$ cat config.mk
export PLATFORM = sky130hd
export DESIGN_NAME = ddr3_command_strobe_timing
export DESIGN_NICKNAME = d
export VERILOG_FILES = /design/src/ddr3_strobe_pkg.sv /design/src/ddr3_command_strobe_timing.sv /design/src/strobe_fifo.sv
export SDC_FILE = /design/constraint.sdc
export NUM_CORES = 1
export LEC_CHECK = 0
export BUFFER_PORTS_ARGS = -buffer_cell sky130_fd_sc_hd__clkbuf_2
export CORE_ASPECT_RATIO = 1.4
export CORE_UTILIZATION = 65
export DETAILED_ROUTE_END_ITERATION = 7
export PLACE_DENSITY = 0.89
export SYNTH_ARGS = -nofsm -noshare
export SYNTH_HDL_FRONTEND = slang
export SYNTH_SLANG_ARGS = --single-unit
$ cat constraint.sdc
create_clock -name mclk -period 9.3 [get_ports mclk]
set_input_delay 1.395 -clock mclk [delete_from_list [all_inputs] [get_ports mclk]]
set_output_delay 1.395 -clock mclk [all_outputs]
set_load 0.1 [all_outputs]
$ cat src/ddr3_strobe_pkg.sv
// package: command codes, strobe timing counts and latency defaults for the strobe framer
package ddr3_strobe_pkg;
	// command encodings seen on the command port
	typedef enum logic [2:0] {
		CMD_NOP,
		CMD_MRS,
		CMD_READ,
		CMD_WRITE,
		CMD_PRE,
		CMD_OTHER
	} cmd_e;
	localparam int unsigned CLK_PERIOD_PS = 100000;
	localparam int unsigned LINK_SYNC_STAGES = 3;
	localparam int unsigned MRD_CYCLES = 4;
	localparam int unsigned CCD_CYCLES = 4;
	localparam int unsigned RTP_CYCLES_MIN = 4;
	localparam int unsigned RTP_PS = 7500;
	localparam int unsigned MOD_CYCLES_MIN = 12;
	localparam int unsigned MOD_PS = 15000;
	// shortest wait between commands, in link clocks
	localparam int unsigned RTP_LINK = RTP_CYCLES_MIN;
	localparam int unsigned WTR_LINK = RTP_CYCLES_MIN;
	localparam int unsigned MOD_LINK = MOD_CYCLES_MIN;
	// preamble held for one whole link clock; the framer holds the postamble only for the low half of the last beat
	localparam int unsigned PRE_LINK = 1;
	localparam int unsigned PST_LINK = 1;
	localparam logic [7:0] READ_LATENCY_RST = 8'h05;
	localparam logic [7:0] BURST_LEN_RST = 8'h08;
	localparam logic [15:0] DATA_RST = 16'h0000;
	localparam int unsigned FIFO_DEPTH = 4;
	localparam int unsigned DATA_WIDTH = 16;
endpackage : ddr3_strobe_pkg

$ cat src/ddr3_command_strobe_timing.sv
// module: read strobe framing and command timing monitor on the memory side
`timescale 1ns/100ps
`default_nettype none
module ddr3_command_strobe_timing
	import ddr3_strobe_pkg::*;
#(
	parameter int WIDTH = ddr3_strobe_pkg::DATA_WIDTH,
	parameter int DEPTH = ddr3_strobe_pkg::FIFO_DEPTH,
	parameter logic [7:0] READ_LATENCY = ddr3_strobe_pkg::READ_LATENCY_RST,
	parameter logic [7:0] BURST_LEN = ddr3_strobe_pkg::BURST_LEN_RST
) (
	input wire logic mclk,
	input wire logic rst,
	input wire logic linkClk,
	input wire logic [2:0] cmdCode,
	input wire logic rdValid,
	output logic rdReady,
	input wire logic [WIDTH-1:0] rdData,
	output logic strobeOut,
	output logic strobeOe,
	output logic [WIDTH-1:0] dqOut,
	output logic dqOe,
	input wire logic strobeIn,
	output logic spacingError
);
	import ddr3_strobe_pkg::*;

	// ************************************************************
	// link clock sampling
	// ************************************************************
	logic [2:0] linkSync_r, linkSync_nxt;
	logic linkLevel_r, linkLevel_nxt;
	logic [2:0] strobeSync_r, strobeSync_nxt;
	logic [2:0] cmdSync0_r, cmdSync1_r, cmdSync2_r;
	logic [2:0] cmdSync0_nxt, cmdSync1_nxt, cmdSync2_nxt;
	logic linkRise, linkFall;
	cmd_e cmdNow;

	// three stages; a change counts only once stages two and three agree
	always_comb begin
		linkSync_nxt = {linkSync_r[1:0], linkClk};
		strobeSync_nxt = {strobeSync_r[1:0], strobeIn};
		cmdSync0_nxt = cmdCode;
		cmdSync1_nxt = cmdSync0_r;
		cmdSync2_nxt = cmdSync1_r;
		linkLevel_nxt = linkLevel_r;
		if (linkSync_r[1] == linkSync_r[2]) begin
			linkLevel_nxt = linkSync_r[2];
		end
	end
	assign linkRise = (linkLevel_nxt && !linkLevel_r);
	assign linkFall = (!linkLevel_nxt && linkLevel_r);
	assign cmdNow = cmd_e'(cmdSync2_r);

	always_ff @(posedge mclk) begin
		if (rst) begin
			linkSync_r <= '0;
			strobeSync_r <= '0;
			cmdSync0_r <= '0;
			cmdSync1_r <= '0;
			cmdSync2_r <= '0;
			linkLevel_r <= 1'b0;
		end else begin
			linkSync_r <= linkSync_nxt;
			strobeSync_r <= strobeSync_nxt;
			cmdSync0_r <= cmdSync0_nxt;
			cmdSync1_r <= cmdSync1_nxt;
			cmdSync2_r <= cmdSync2_nxt;
			linkLevel_r <= linkLevel_nxt;
		end
	end

	// ************************************************************
	// command spacing watch
	// ************************************************************
	logic [7:0] sinceMrs_r, sinceMrs_nxt, sinceCol_r, sinceCol_nxt;
	logic [7:0] sinceRead_r, sinceRead_nxt, sinceWrite_r, sinceWrite_nxt;
	logic spacingError_r, spacingError_nxt;

	// counters saturate so a long idle never wraps into a false error
	function automatic logic [7:0] bump(input logic [7:0] v);
		return (v == 8'hff) ? v : v + 8'h01;
	endfunction : bump

	// the far side keeps these spacings; a breach is only flagged, sticky
	always_comb begin
		sinceMrs_nxt = sinceMrs_r;
		sinceCol_nxt = sinceCol_r;
		sinceRead_nxt = sinceRead_r;
		sinceWrite_nxt = sinceWrite_r;
		spacingError_nxt = spacingError_r;
		if (linkRise) begin
			sinceMrs_nxt = bump(sinceMrs_r);
			sinceCol_nxt = bump(sinceCol_r);
			sinceRead_nxt = bump(sinceRead_r);
			sinceWrite_nxt = bump(sinceWrite_r);
			case (cmdNow)
				CMD_MRS: begin
					if (sinceMrs_r < 8'(MRD_CYCLES)) spacingError_nxt = 1'b1;
					sinceMrs_nxt = 8'h01;
				end
				CMD_READ: begin
					if (sinceCol_r < 8'(CCD_CYCLES)) spacingError_nxt = 1'b1;
					if (sinceWrite_r < 8'(WTR_LINK)) spacingError_nxt = 1'b1;
					if (sinceMrs_r < 8'(MOD_LINK)) spacingError_nxt = 1'b1;
					sinceCol_nxt = 8'h01;
					sinceRead_nxt = 8'h01;
				end
				CMD_WRITE: begin
					if (sinceCol_r < 8'(CCD_CYCLES)) spacingError_nxt = 1'b1;
					if (sinceMrs_r < 8'(MOD_LINK)) spacingError_nxt = 1'b1;
					sinceCol_nxt = 8'h01;
					sinceWrite_nxt = 8'h01;
				end
				CMD_PRE: begin
					if (sinceRead_r < 8'(RTP_LINK)) spacingError_nxt = 1'b1;
					if (sinceMrs_r < 8'(MOD_LINK)) spacingError_nxt = 1'b1;
				end
				CMD_OTHER: begin
					if (sinceMrs_r < 8'(MOD_LINK)) spacingError_nxt = 1'b1;
				end
				default: begin
				end
			endcase
		end
	end
	assign spacingError = spacingError_r;

	always_ff @(posedge mclk) begin
		if (rst) begin
			sinceMrs_r <= 8'hff;
			sinceCol_r <= 8'hff;
			sinceRead_r <= 8'hff;
			sinceWrite_r <= 8'hff;
			spacingError_r <= 1'b0;
		end else begin
			sinceMrs_r <= sinceMrs_nxt;
			sinceCol_r <= sinceCol_nxt;
			sinceRead_r <= sinceRead_nxt;
			sinceWrite_r <= sinceWrite_nxt;
			spacingError_r <= spacingError_nxt;
		end
	end

	// ************************************************************
	// read strobe framer
	// ************************************************************
	typedef enum {ST_IDLE, ST_WAIT, ST_PRE, ST_BURST, ST_POST} strobe_e;
	strobe_e state_r, state_nxt;
	logic [7:0] count_r, count_nxt;
	logic strobeOut_r, strobeOut_nxt, strobeOe_r, strobeOe_nxt;
	logic [WIDTH-1:0] dqOut_r, dqOut_nxt;
	logic dqOe_r, dqOe_nxt;
	logic fifoValid, fifoPop;
	logic [WIDTH-1:0] fifoData;

	// read words queue here; a full fifo stalls the source via rdReady
	strobe_fifo #(
		.WIDTH(WIDTH),
		.DEPTH(DEPTH)
	) u_fifo (
		.mclk(mclk),
		.rst(rst),
		.inValid(rdValid),
		.inReady(rdReady),
		.inData(rdData),
		.outValid(fifoValid),
		.outReady(fifoPop),
		.outData(fifoData)
	);

	// one word is launched on each link edge during the burst
	// the first word leaves on the rise that ends the preamble, so it must pop there too
	assign fifoPop = fifoValid && (((state_r == ST_PRE) && linkRise) ||
		((state_r == ST_BURST) && (linkRise || linkFall)));

	// a read waits RL-1 clocks, preambles one clock, bursts BL/2, the last half clock being the postamble
	always_comb begin
		state_nxt = state_r;
		count_nxt = count_r;
		strobeOut_nxt = strobeOut_r;
		strobeOe_nxt = strobeOe_r;
		dqOut_nxt = dqOut_r;
		dqOe_nxt = dqOe_r;
		case (state_r)
			ST_IDLE: begin
				if (linkRise && cmdNow == CMD_READ) begin
					state_nxt = ST_WAIT;
					count_nxt = READ_LATENCY - 8'(PRE_LINK) - 8'h01;
				end
			end
			ST_WAIT: begin
				if (linkRise) begin
					if (count_r == 8'h00) begin
						state_nxt = ST_PRE;
						strobeOe_nxt = 1'b1;
						strobeOut_nxt = 1'b0;
						count_nxt = 8'(PRE_LINK);
					end else begin
						count_nxt = count_r - 8'h01;
					end
				end
			end
			ST_PRE: begin
				// whole-clock preamble covers the 0.9 clock minimum
				if (linkRise) begin
					state_nxt = ST_BURST;
					// last beat leaves on a fall edge; its low half is the postamble
					count_nxt = BURST_LEN - 8'h02;
					strobeOut_nxt = 1'b1;
					dqOe_nxt = 1'b1;
					dqOut_nxt = fifoValid ? fifoData : DATA_RST;
				end
			end
			ST_BURST: begin
				if (linkRise || linkFall) begin
					strobeOut_nxt = linkRise;
					dqOut_nxt = fifoValid ? fifoData : DATA_RST;
					if (count_r == 8'h00) begin
						state_nxt = ST_POST;
						strobeOut_nxt = 1'b0;
					end else begin
						count_nxt = count_r - 8'h01;
					end
				end
			end
			ST_POST: begin
				// release lands at RL + BL/2 after the read
				if (linkRise) begin
					state_nxt = ST_IDLE;
					strobeOe_nxt = 1'b0;
					dqOe_nxt = 1'b0;
				end
			end
			default: begin
				state_nxt = ST_IDLE;
			end
		endcase
	end
	assign strobeOut = strobeOut_r;
	assign strobeOe = strobeOe_r;
	assign dqOut = dqOut_r;
	assign dqOe = dqOe_r;

	always_ff @(posedge mclk) begin
		if (rst) begin
			state_r <= ST_IDLE;
			count_r <= 8'h00;
			strobeOut_r <= 1'b0;
			strobeOe_r <= 1'b0;
			dqOut_r <= DATA_RST;
			dqOe_r <= 1'b0;
		end else begin
			state_r <= state_nxt;
			count_r <= count_nxt;
			strobeOut_r <= strobeOut_nxt;
			strobeOe_r <= strobeOe_nxt;
			dqOut_r <= dqOut_nxt;
			dqOe_r <= dqOe_nxt;
		end
	end
	// write strobe framing is the controller's; strobeSync_r is kept for observation
endmodule : ddr3_command_strobe_timing
`default_nettype wire

$ cat src/strobe_fifo.sv
// module: small valid/ready fifo holding read burst words
`timescale 1ns/100ps
`default_nettype none
module strobe_fifo #(
	parameter int WIDTH = 16,
	parameter int DEPTH = 4
) (
	input wire logic mclk,
	input wire logic rst,
	input wire logic inValid,
	output logic inReady,
	input wire logic [WIDTH-1:0] inData,
	output logic outValid,
	input wire logic outReady,
	output logic [WIDTH-1:0] outData
);
	localparam int AW = $clog2(DEPTH);
	logic [WIDTH-1:0] mem [DEPTH];
	logic [AW-1:0] wrPtr_r, wrPtr_nxt, rdPtr_r, rdPtr_nxt;
	logic [AW:0] count_r, count_nxt;
	logic push, pop;

	// full and empty come straight from the occupancy count
	assign inReady = (int'(count_r) < DEPTH);
	assign outValid = (count_r != '0);
	assign outData = mem[rdPtr_r];
	assign push = inValid && inReady;
	assign pop = outValid && outReady;

	// pointer arithmetic wraps at depth
	always_comb begin
		wrPtr_nxt = wrPtr_r;
		rdPtr_nxt = rdPtr_r;
		count_nxt = count_r;
		if (push) begin
			wrPtr_nxt = (int'(wrPtr_r) == DEPTH - 1) ? '0 : wrPtr_r + 1'b1;
		end
		if (pop) begin
			rdPtr_nxt = (int'(rdPtr_r) == DEPTH - 1) ? '0 : rdPtr_r + 1'b1;
		end
		if (push && !pop) begin
			count_nxt = count_r + 1'b1;
		end else if (pop && !push) begin
			count_nxt = count_r - 1'b1;
		end
	end

	// storage has no reset; only the pointers and the count need a defined value
	always_ff @(posedge mclk) begin
		if (push) begin
			mem[wrPtr_r] <= inData;
		end
		if (rst) begin
			wrPtr_r <= '0;
			rdPtr_r <= '0;
			count_r <= '0;
		end else begin
			wrPtr_r <= wrPtr_nxt;
			rdPtr_r <= rdPtr_nxt;
			count_r <= count_nxt;
		end
	end
endmodule : strobe_fifo
`default_nettype wire

==> metrics.txt, run 1 <==
Final GP Congestion=0.856; root buffer cell=clkbuf_16; P_sw=0.329 mW; achievable clock frequency=253 MHz; hold_buf cts=0; Sink Count=149; DIE AREA=10,300 sq um; Pwr Total=1.43 mW; cells after synthesis=553; relative slew slack=0.275; post-CTS sizing=0; gr usage total=0.276; Pint=1.10 mW; row cnt=42; synth unique cells=71; Yosys warning count=0; Die Height=120 um; Reg power frac=0.504; ranking of synthesized cells by area=edfxtp_1, dfxtp_1, mux4_2; period utilisation layout=0.425; Hold WS=434 ps; die width=86.1 um; Max-Cap Viols=0; syn nets=591; sequential share of the synthesized area=0.563; Critical Path Fanout Max=19; Fin Setup TNS=0 ps; H-tree level count=4; CP required=9630 ps; Met3 Wirelength=823 um; ys flop type=dfxtp_1; Peak supply drop=0.181 mV; Initial Util=0.676; Leak=2.66 nW; port buffer count=43; DRT Wirelength=13.6 mm; Switching Share=0.229; final instance area=7220 sq um; DRT antenna net count=0; Hold Path Class=reg -> reg; largest net degree at the start of global routing=88; Syn-to-layout area delta=12.3%; Post-Layout Cell Count=736; most instantiated cells after synthesis=dfxtp_1, edfxtp_1, nor2_1, nand2_1, a21oi_1; RSZ-0062 raised after global routing=false; met2 wire len=7.21 mm; average size of a mapped cell=11.6 sq um; placed cell count=704; CTS Buf Count=17; share of cells above drive strength 1=0.190; vias in the first global route=4,531; top-count cell post-synth=dfxtp_1; Worst-Skew Late Latency=410 ps; fill count=546; worst slew pin tran=1090 ps; outcome=completed; Final nets=629; DR iter-0 viols=427; Setup-failing EPs final=0; first drt pass iteration count=5; DR top layer=met4; Slew Limit Fails=0; wire length on met1=5.26 mm; min Tclk post-route=3950 ps; number of synthesized register bits=149; postcts setup bufs=0; Max Clock Skew=8.07 ps; io pins=45; core outline area=9510 sq um; post-detail-place hpwl=7.86 mm; CTS tree=built; Clock transition at path regs=60 ps; PwrDens=198 nW/um^2; WS Path Type=reg -> reg; Post-synth EDFFs=64; post-place instance area=6680 sq um; DR DRC count=0; Async SR Flop Fraction=0; first-pass GRT wire length=21.7 mm; CP Data Arrival Time=4280 ps; vias after detailed routing=4,593; Cell Area, Synth=6430 sq um; initial antenna violation count=0; Longest Clk Path Bufs=2; clock group share of total power=0.441; area share of the largest cell type after synthesis=0.299; GR Overflow Total=0; drt wl/cell=18.5 um; Worst Setup Start Kind=flop; vias per cell=6.24; final hold vios=0; ANT cells=0; post-synth top area cell=edfxtp_1; Comb pwr share=0.055; critical path capture point type=flop
-- per-layer routing --
metal | vias up | track usage
met5 | - | 0
met4 | 0 | 0.126
met3 | 39 | 0.0509
met2 | 198 | 0.482
met1 | 2219 | 0.328
li1 | 2137 | -
-- cell type report --
cell class	count	area (sq um)	area share
inverter	14	52.6	0.00727
timing repair buffer	45	230	0.0319
multi-input combinational	364	2610	0.361
tap	132	165	0.0229
clock buffer	19	433	0.0599
sequential	149	3620	0.502
clock inverter	13	109	0.0151
-- placed cells by master, fill, tap and decap left out, drive strengths merged, types with 12 or more instances in the layout --
cell    Yosys  final
a21o       12     12
a21oi      31     31
a22oi      18     18
clkbuf     17     62
dfxtp      85     85
edfxtp     64     64
ha         13     13
inv        13     15
mux4       16     16
nand2      32     32
nand3      14     14
nor2       56     56
nor2b      21     21
nor3       14     14
o21ai      19     19
-- path summary, 6_finish.rpt --
| check | start | to | slack (ps) | cells after the start |
|---|---|---|---|---|
| min | cmdSync0_r[0]$_SDFF_PP0_ | cmdSync1_r[0]$_SDFF_PP0_ | 430 | 1 |
| min reg2reg | cmdSync0_r[0]$_SDFF_PP0_ | cmdSync1_r[0]$_SDFF_PP0_ | 430 | 1 |
| max reg2reg | linkLevel_r$_SDFF_PP0_ | u_fifo.count_r[2]$_SDFFE_PP0P_ | 5350 | 12 |
| max | linkLevel_r$_SDFF_PP0_ | u_fifo.count_r[2]$_SDFFE_PP0P_ | 5350 | 12 |
-- critical path, cell delays in order (launching register included) --
cell and delay [ps]:
dfxtp_1 320, maj3_1 380, ha_1 370, nor2b_1 90
o21ai_2 750, nor2_2 410, inv_1 160, ha_1 200
inv_1 80, fa_1 440, xor2_1 190, or3_1 310
a21oi_1 160
-- kinds of logic (layout without fill, tap and decap cells) --
kind of cell    after synthesis  after routing  share of synthesized area
fa+ha+maj                    15             15                     0.0300
xor+xnor                      9              9                     0.0123
mux                          22             22                     0.0653
flops                       149            149                      0.563
compound gates              121            121                      0.135
buf+inv                      40             91                     0.0309
simple gates                197            197                      0.163
-- power groups by stage --
stage	Clock (mW)	Sequential, mW	Combinational, mW
2_1_floorplan	0	0.731	0.0554
3_3_place_gp	0	0.732	0.0706
3_5_place_dp	0	0.735	0.0746
4_1_cts	0.632	0.723	0.0785
5_1_grt	0.661	0.724	0.0845
6_report	0.632	0.723	0.0789
-- metrics by stage --
| stage | worst slack, ps | utilization |
|---|---|---|
| after floorplan | 6240 | - |
| after global placement | 5700 | 0.703 |
| after detailed placement | 5600 | 0.703 |
| after CTS | 5390 | 0.760 |
| after global routing | 5240 | 0.760 |
| final | 5350 | 0.760 |
-- registers in the layout (all words and copies together) (netlist names), 3 cells and up, named ones only --
signal          count
cmdNow              3
cmdSync0_r          3
cmdSync1_r          3
count_r             8
dqOut              16
linkSync_r          3
sinceCol_r          8
sinceMrs_r          8
sinceRead_r         8
sinceWrite_r        8
state_r             3
u_fifo.count_r      3
u_fifo.mem         64
(Power assumes the default switching activity.)
==> inputs of run 2 (changes only) <==
--- a/config.mk
+++ b/config.mk
@@ -7,9 +7,9 @@
 export LEC_CHECK = 0
 export BUFFER_PORTS_ARGS = -buffer_cell sky130_fd_sc_hd__clkbuf_2
 export CORE_ASPECT_RATIO = 1.4
-export CORE_UTILIZATION = 65
+export CORE_UTILIZATION = 54
 export DETAILED_ROUTE_END_ITERATION = 7
-export PLACE_DENSITY = 0.89
+export PLACE_DENSITY = 0.79
 export SYNTH_ARGS = -nofsm -noshare
 export SYNTH_HDL_FRONTEND = slang
 export SYNTH_SLANG_ARGS = --single-unit
==> constraint.sdc (replaced) <==
create_clock -name mclk -period 3.3 [get_ports mclk]
set_input_delay 0.495 -clock mclk [delete_from_list [all_inputs] [get_ports mclk]]
set_output_delay 0.495 -clock mclk [all_outputs]
set_load 0.1 [all_outputs]
==> metrics.txt, run 2 (synthesis gave the netlist of run 1 again) <==
final hold vios=0; Max Clock Skew=9.49 ps; cell depth of the worst hold path=1; gr usage total=0.217; WS Path Type=reg -> reg; post-detail-place hpwl=8.02 mm; largest net degree at the start of global routing=53; initial antenna violation count=0; first-pass GRT wire length=20.7 mm; Hold Path Class=in -> reg; drt wl/cell=16.8 um; vias in the first global route=4,404; post-CTS sizing=0; Critical Path Fanout Max=4; Peak supply drop=0.408 mV; postcts setup bufs=0; CP Data Arrival Time=3180 ps; CTS Buf Count=17; post-place instance area=6740 sq um; Longest Clk Path Bufs=2; relative slew slack=0.412; DRT antenna net count=0; Syn-to-layout area delta=13.7%; ANT cells=0; final instance area=7310 sq um; Worst-Skew Late Latency=420 ps; Die Height=131 um; H-tree level count=4; Setup-failing EPs final=0; Sink Count=149; core outline area=11,500 sq um; row cnt=46; achievable clock frequency=353 MHz; Initial Util=0.562; min Tclk post-route=2830 ps; period utilisation layout=0.859; io pins=45; vias after detailed routing=4,488; critical path capture point type=flop; worst slew pin tran=882 ps; RSZ-0062 raised after global routing=false; Biggest register=u_fifo.mem; Leak=2.71 nW; CP required=3650 ps; PwrDens=561 nW/um^2; reg2reg setup slack=470 ps; CTS tree=built; DR DRC count=0; placed cell count=720; GR Overflow Total=0; share of cells above drive strength 1=0.197; most common cell after layout, fill and taps aside=dfxtp_1; vias per cell=5.97; most frequent cells in the layout=dfxtp_1, edfxtp_1, nor2_1; Worst Setup Start Kind=flop; fill count=835; root buffer cell=clkbuf_16; Clock transition at path regs=60 ps; die width=94.3 um; Slew Limit Fails=0; DRT Wirelength=12.7 mm; Max-Cap Viols=0; Final nets=633; DR iter-0 viols=386; max reg flops=64; Final GP Congestion=0.846; hold_buf cts=0; Post-Layout Cell Count=752; Fin Setup TNS=0 ps; worst-case reg-to-reg path depth=12; outcome=completed; final core occ=0.639; first drt pass iteration count=4; DIE AREA=12,400 sq um; port buffer count=43
[run 2: routing by layer]
metal	up-vias	GRT usage	share of wire
met3	18	0.0515	0.047
met4	0	0.0940	0.014
li1	2151	-	-
met5	-	0	0
met1	2187	0.235	0.39
met2	132	0.391	0.54
[run 2: per-stage QoR]
step	power, mW	hold slack (ps)	setup WS (ps)
2_1_floorplan	2.22	414	313
3_3_place_gp	2.27	421	596
3_5_place_dp	2.28	420	536
4_1_cts	4.12	282	466
5_1_grt	4.22	286	263
6_report	4.10	290	467
[run 2: final timing paths]
path / start / endpoint
hold reg to reg: cmdSync1_r[0]$_SDFF_PP0_ / cmdNow[0]$_SDFF_PP0_
hold / removal: rdData[10] / u_fifo.mem[1][10]$_DFFE_PP_
setup / recovery: linkLevel_r$_SDFF_PP0_ / u_fifo.count_r[2]$_SDFFE_PP0P_
setup reg to reg: linkLevel_r$_SDFF_PP0_ / u_fifo.count_r[2]$_SDFFE_PP0P_
[run 2: final cells by class]
cell class	count	area, sq um	share of cell area
tap	144	180	0.0246
multi-input combinational	364	2610	0.357
timing repair buffer	49	273	0.0373
inverter	14	52.6	0.00719
clock buffer	20	457	0.0624
clock inverter	12	116	0.0159
sequential	149	3620	0.495
[run 2: critical path: stages, from the launching register on]
cell,delay (ps)
dfxtp_1,320
maj3_1,370
ha_1,370
nor2b_1,90
o21ai_2,180
nor2_2,70
inv_1,60
ha_1,180
inv_1,70
fa_1,420
xor2_1,180
or3_1,300
a21oi_1,150
[run 2: where the power goes]
group,leakage (nW),switching (mW),total (mW),internal [mW]
Sequential,1.27,0.0299,2.03,2.00
Clock,0.278,0.765,1.85,1.09
Combinational,1.15,0.137,0.215,0.0783
==> inputs of run 3 (changes only) <==
--- a/config.mk
+++ b/config.mk
@@ -6,10 +6,10 @@
 export NUM_CORES = 1
 export LEC_CHECK = 0
 export BUFFER_PORTS_ARGS = -buffer_cell sky130_fd_sc_hd__clkbuf_2
-export CORE_ASPECT_RATIO = 1.4
-export CORE_UTILIZATION = 54
+export CORE_UTILIZATION = 60
 export DETAILED_ROUTE_END_ITERATION = 7
-export PLACE_DENSITY = 0.79
+export GPL_TIMING_DRIVEN = 0
+export PLACE_DENSITY = 0.83
 export SYNTH_ARGS = -nofsm -noshare
 export SYNTH_HDL_FRONTEND = slang
 export SYNTH_SLANG_ARGS = --single-unit
==> constraint.sdc (replaced) <==
create_clock -name mclk -period 2.65 [get_ports mclk]
set_input_delay 0.3975 -clock mclk [delete_from_list [all_inputs] [get_ports mclk]]
set_output_delay 0.3975 -clock mclk [all_outputs]
set_load 0.1 [all_outputs]
==> metrics.txt, run 3 (synthesis gave the netlist of run 1 again) <==
Final GP Congestion=0.857; max reg flops=64; WP buf/inv=2; placed cell count=732; CP required=3100 ps; Max Clock Skew=12.7 ps; GR Overflow Total=0; vias in the first global route=4,774; final core occ=0.720; crit-path max cell delay=340 ps; PwrDens=688 nW/um^2; kind of cell adding the most delay to the critical path=adder cells; initial antenna violation count=0; final hold vios=0; pre-CTS setup slack=-250 ps; most frequent cells in the layout=dfxtp_1, edfxtp_1, nor2_1; Slew Limit Fails=0; Longest Clk Path Bufs=2; WS Path Type=reg -> reg; critical path capture point type=flop; CTS tree=built; vias after detailed routing=4,721; Critical Path Fanout Max=4; gr usage total=0.273; ANT cells=0; Leak=2.77 nW; DRT Wirelength=14.1 mm; CP Data Arrival Time=3010 ps; period utilisation layout=0.968; Die Height=106 um; final worst setup slack=84.9 ps; Worst Setup Start Kind=flop; Max-Cap Viols=0; achievable clock frequency=390 MHz; Pwr Total=5.13 mW; DRT antenna net count=0; Sink Count=149; vias per cell=6.15; RSZ-0062 raised after global routing=false; share of cells above drive strength 1=0.215; Peak supply drop=0.799 mV; first-pass GRT wire length=23.2 mm; H-tree level count=4; Biggest register=u_fifo.mem; CTS Buf Count=17; outcome=completed; Initial Util=0.620; Final nets=657; Clock transition at path regs=60 ps; drt wl/cell=18.4 um; row cnt=37; most common cell after layout, fill and taps aside=dfxtp_1; DR DRC count=0; io pins=45; die width=106 um; core outline area=10,400 sq um; min Tclk post-route=2570 ps; DIE AREA=11,100 sq um; first drt pass iteration count=5; Setup-failing EPs final=0; port buffer count=43; Syn-to-layout area delta=16.0%; Post-Layout Cell Count=768; Crit-path slowest cell=fa_2; relative slew slack=0.409; post-detail-place hpwl=9.11 mm; worst slew pin tran=887 ps; Hold Path Class=in -> reg; DR iter-0 viols=399; Cell Chain, Critical Path=maj3_2, ha_4, nor2b_4, o21ai_4, nor2_4, inv_1, ha_2, inv_2, fa_2, xor2_1, or3_1, a21oi_1; largest net degree at the start of global routing=19; Worst-Skew Late Latency=520 ps; root buffer cell=clkbuf_8
run 3: through the flow:
stage	hold WS (ps)	instance area [sq um]	TNS, ps
CTS	67.9	7440	0
global placement	420	6860	-263
finish	92.3	7460	0
detailed placement	425	6860	-343
floorplan	414	6480	0
global route	69.4	7460	0
run 3: worst paths after layout:
path,startpoint,cells past startpoint,slack [ps],endpoint
setup / recovery,linkLevel_r$_SDFF_PP0_,12,80,u_fifo.count_r[2]$_SDFFE_PP0P_
hold / removal,cmdCode[2],2,90,cmdSync0_r[2]$_SDFF_PP0_
setup reg to reg,linkLevel_r$_SDFF_PP0_,12,80,u_fifo.count_r[2]$_SDFFE_PP0P_
hold reg to reg,cmdSync1_r[2]$_SDFF_PP0_,1,440,cmdNow[2]$_SDFF_PP0_
run 3: cell type report:
| cell class | count | area, sq um |
|---|---|---|
| repair buffers | 48 | 253 |
| fillers | 716 | 2910 |
| flip-flops and latches | 149 | 3620 |
| clock inverters | 11 | 115 |
| well taps | 136 | 170 |
| multi-input cells | 364 | 2650 |
| clock buffers | 21 | 459 |
| plain buffers | 25 | 139 |
| inverters | 14 | 52.6 |
run 3: what timing repair did:
item	CTS	global route
gates resized for setup	0	0
setup endpoints to repair	2	1
pin swaps	2	3
buffers inserted	2	3
hold buffers	0	0
run 3: where the power goes:
group | leakage [nW] | switching (mW) | internal [mW] | total, mW
combinational | 1.22 | 0.191 | 0.104 | 0.296
clock | 0.282 | 0.963 | 1.34 | 2.31
sequential | 1.27 | 0.0393 | 2.49 | 2.53
run 3: layer usage:
| layer | part of all wire | wire length (um) | GRT usage |
|---|---|---|---|
| met1 | 0.40 | 5640 | 0.315 |
| met2 | 0.51 | 7250 | 0.469 |
| met3 | 0.061 | 861 | 0.0711 |
| met4 | 0.026 | 370 | 0.137 |
| met5 | 0 | 0 | 0 |
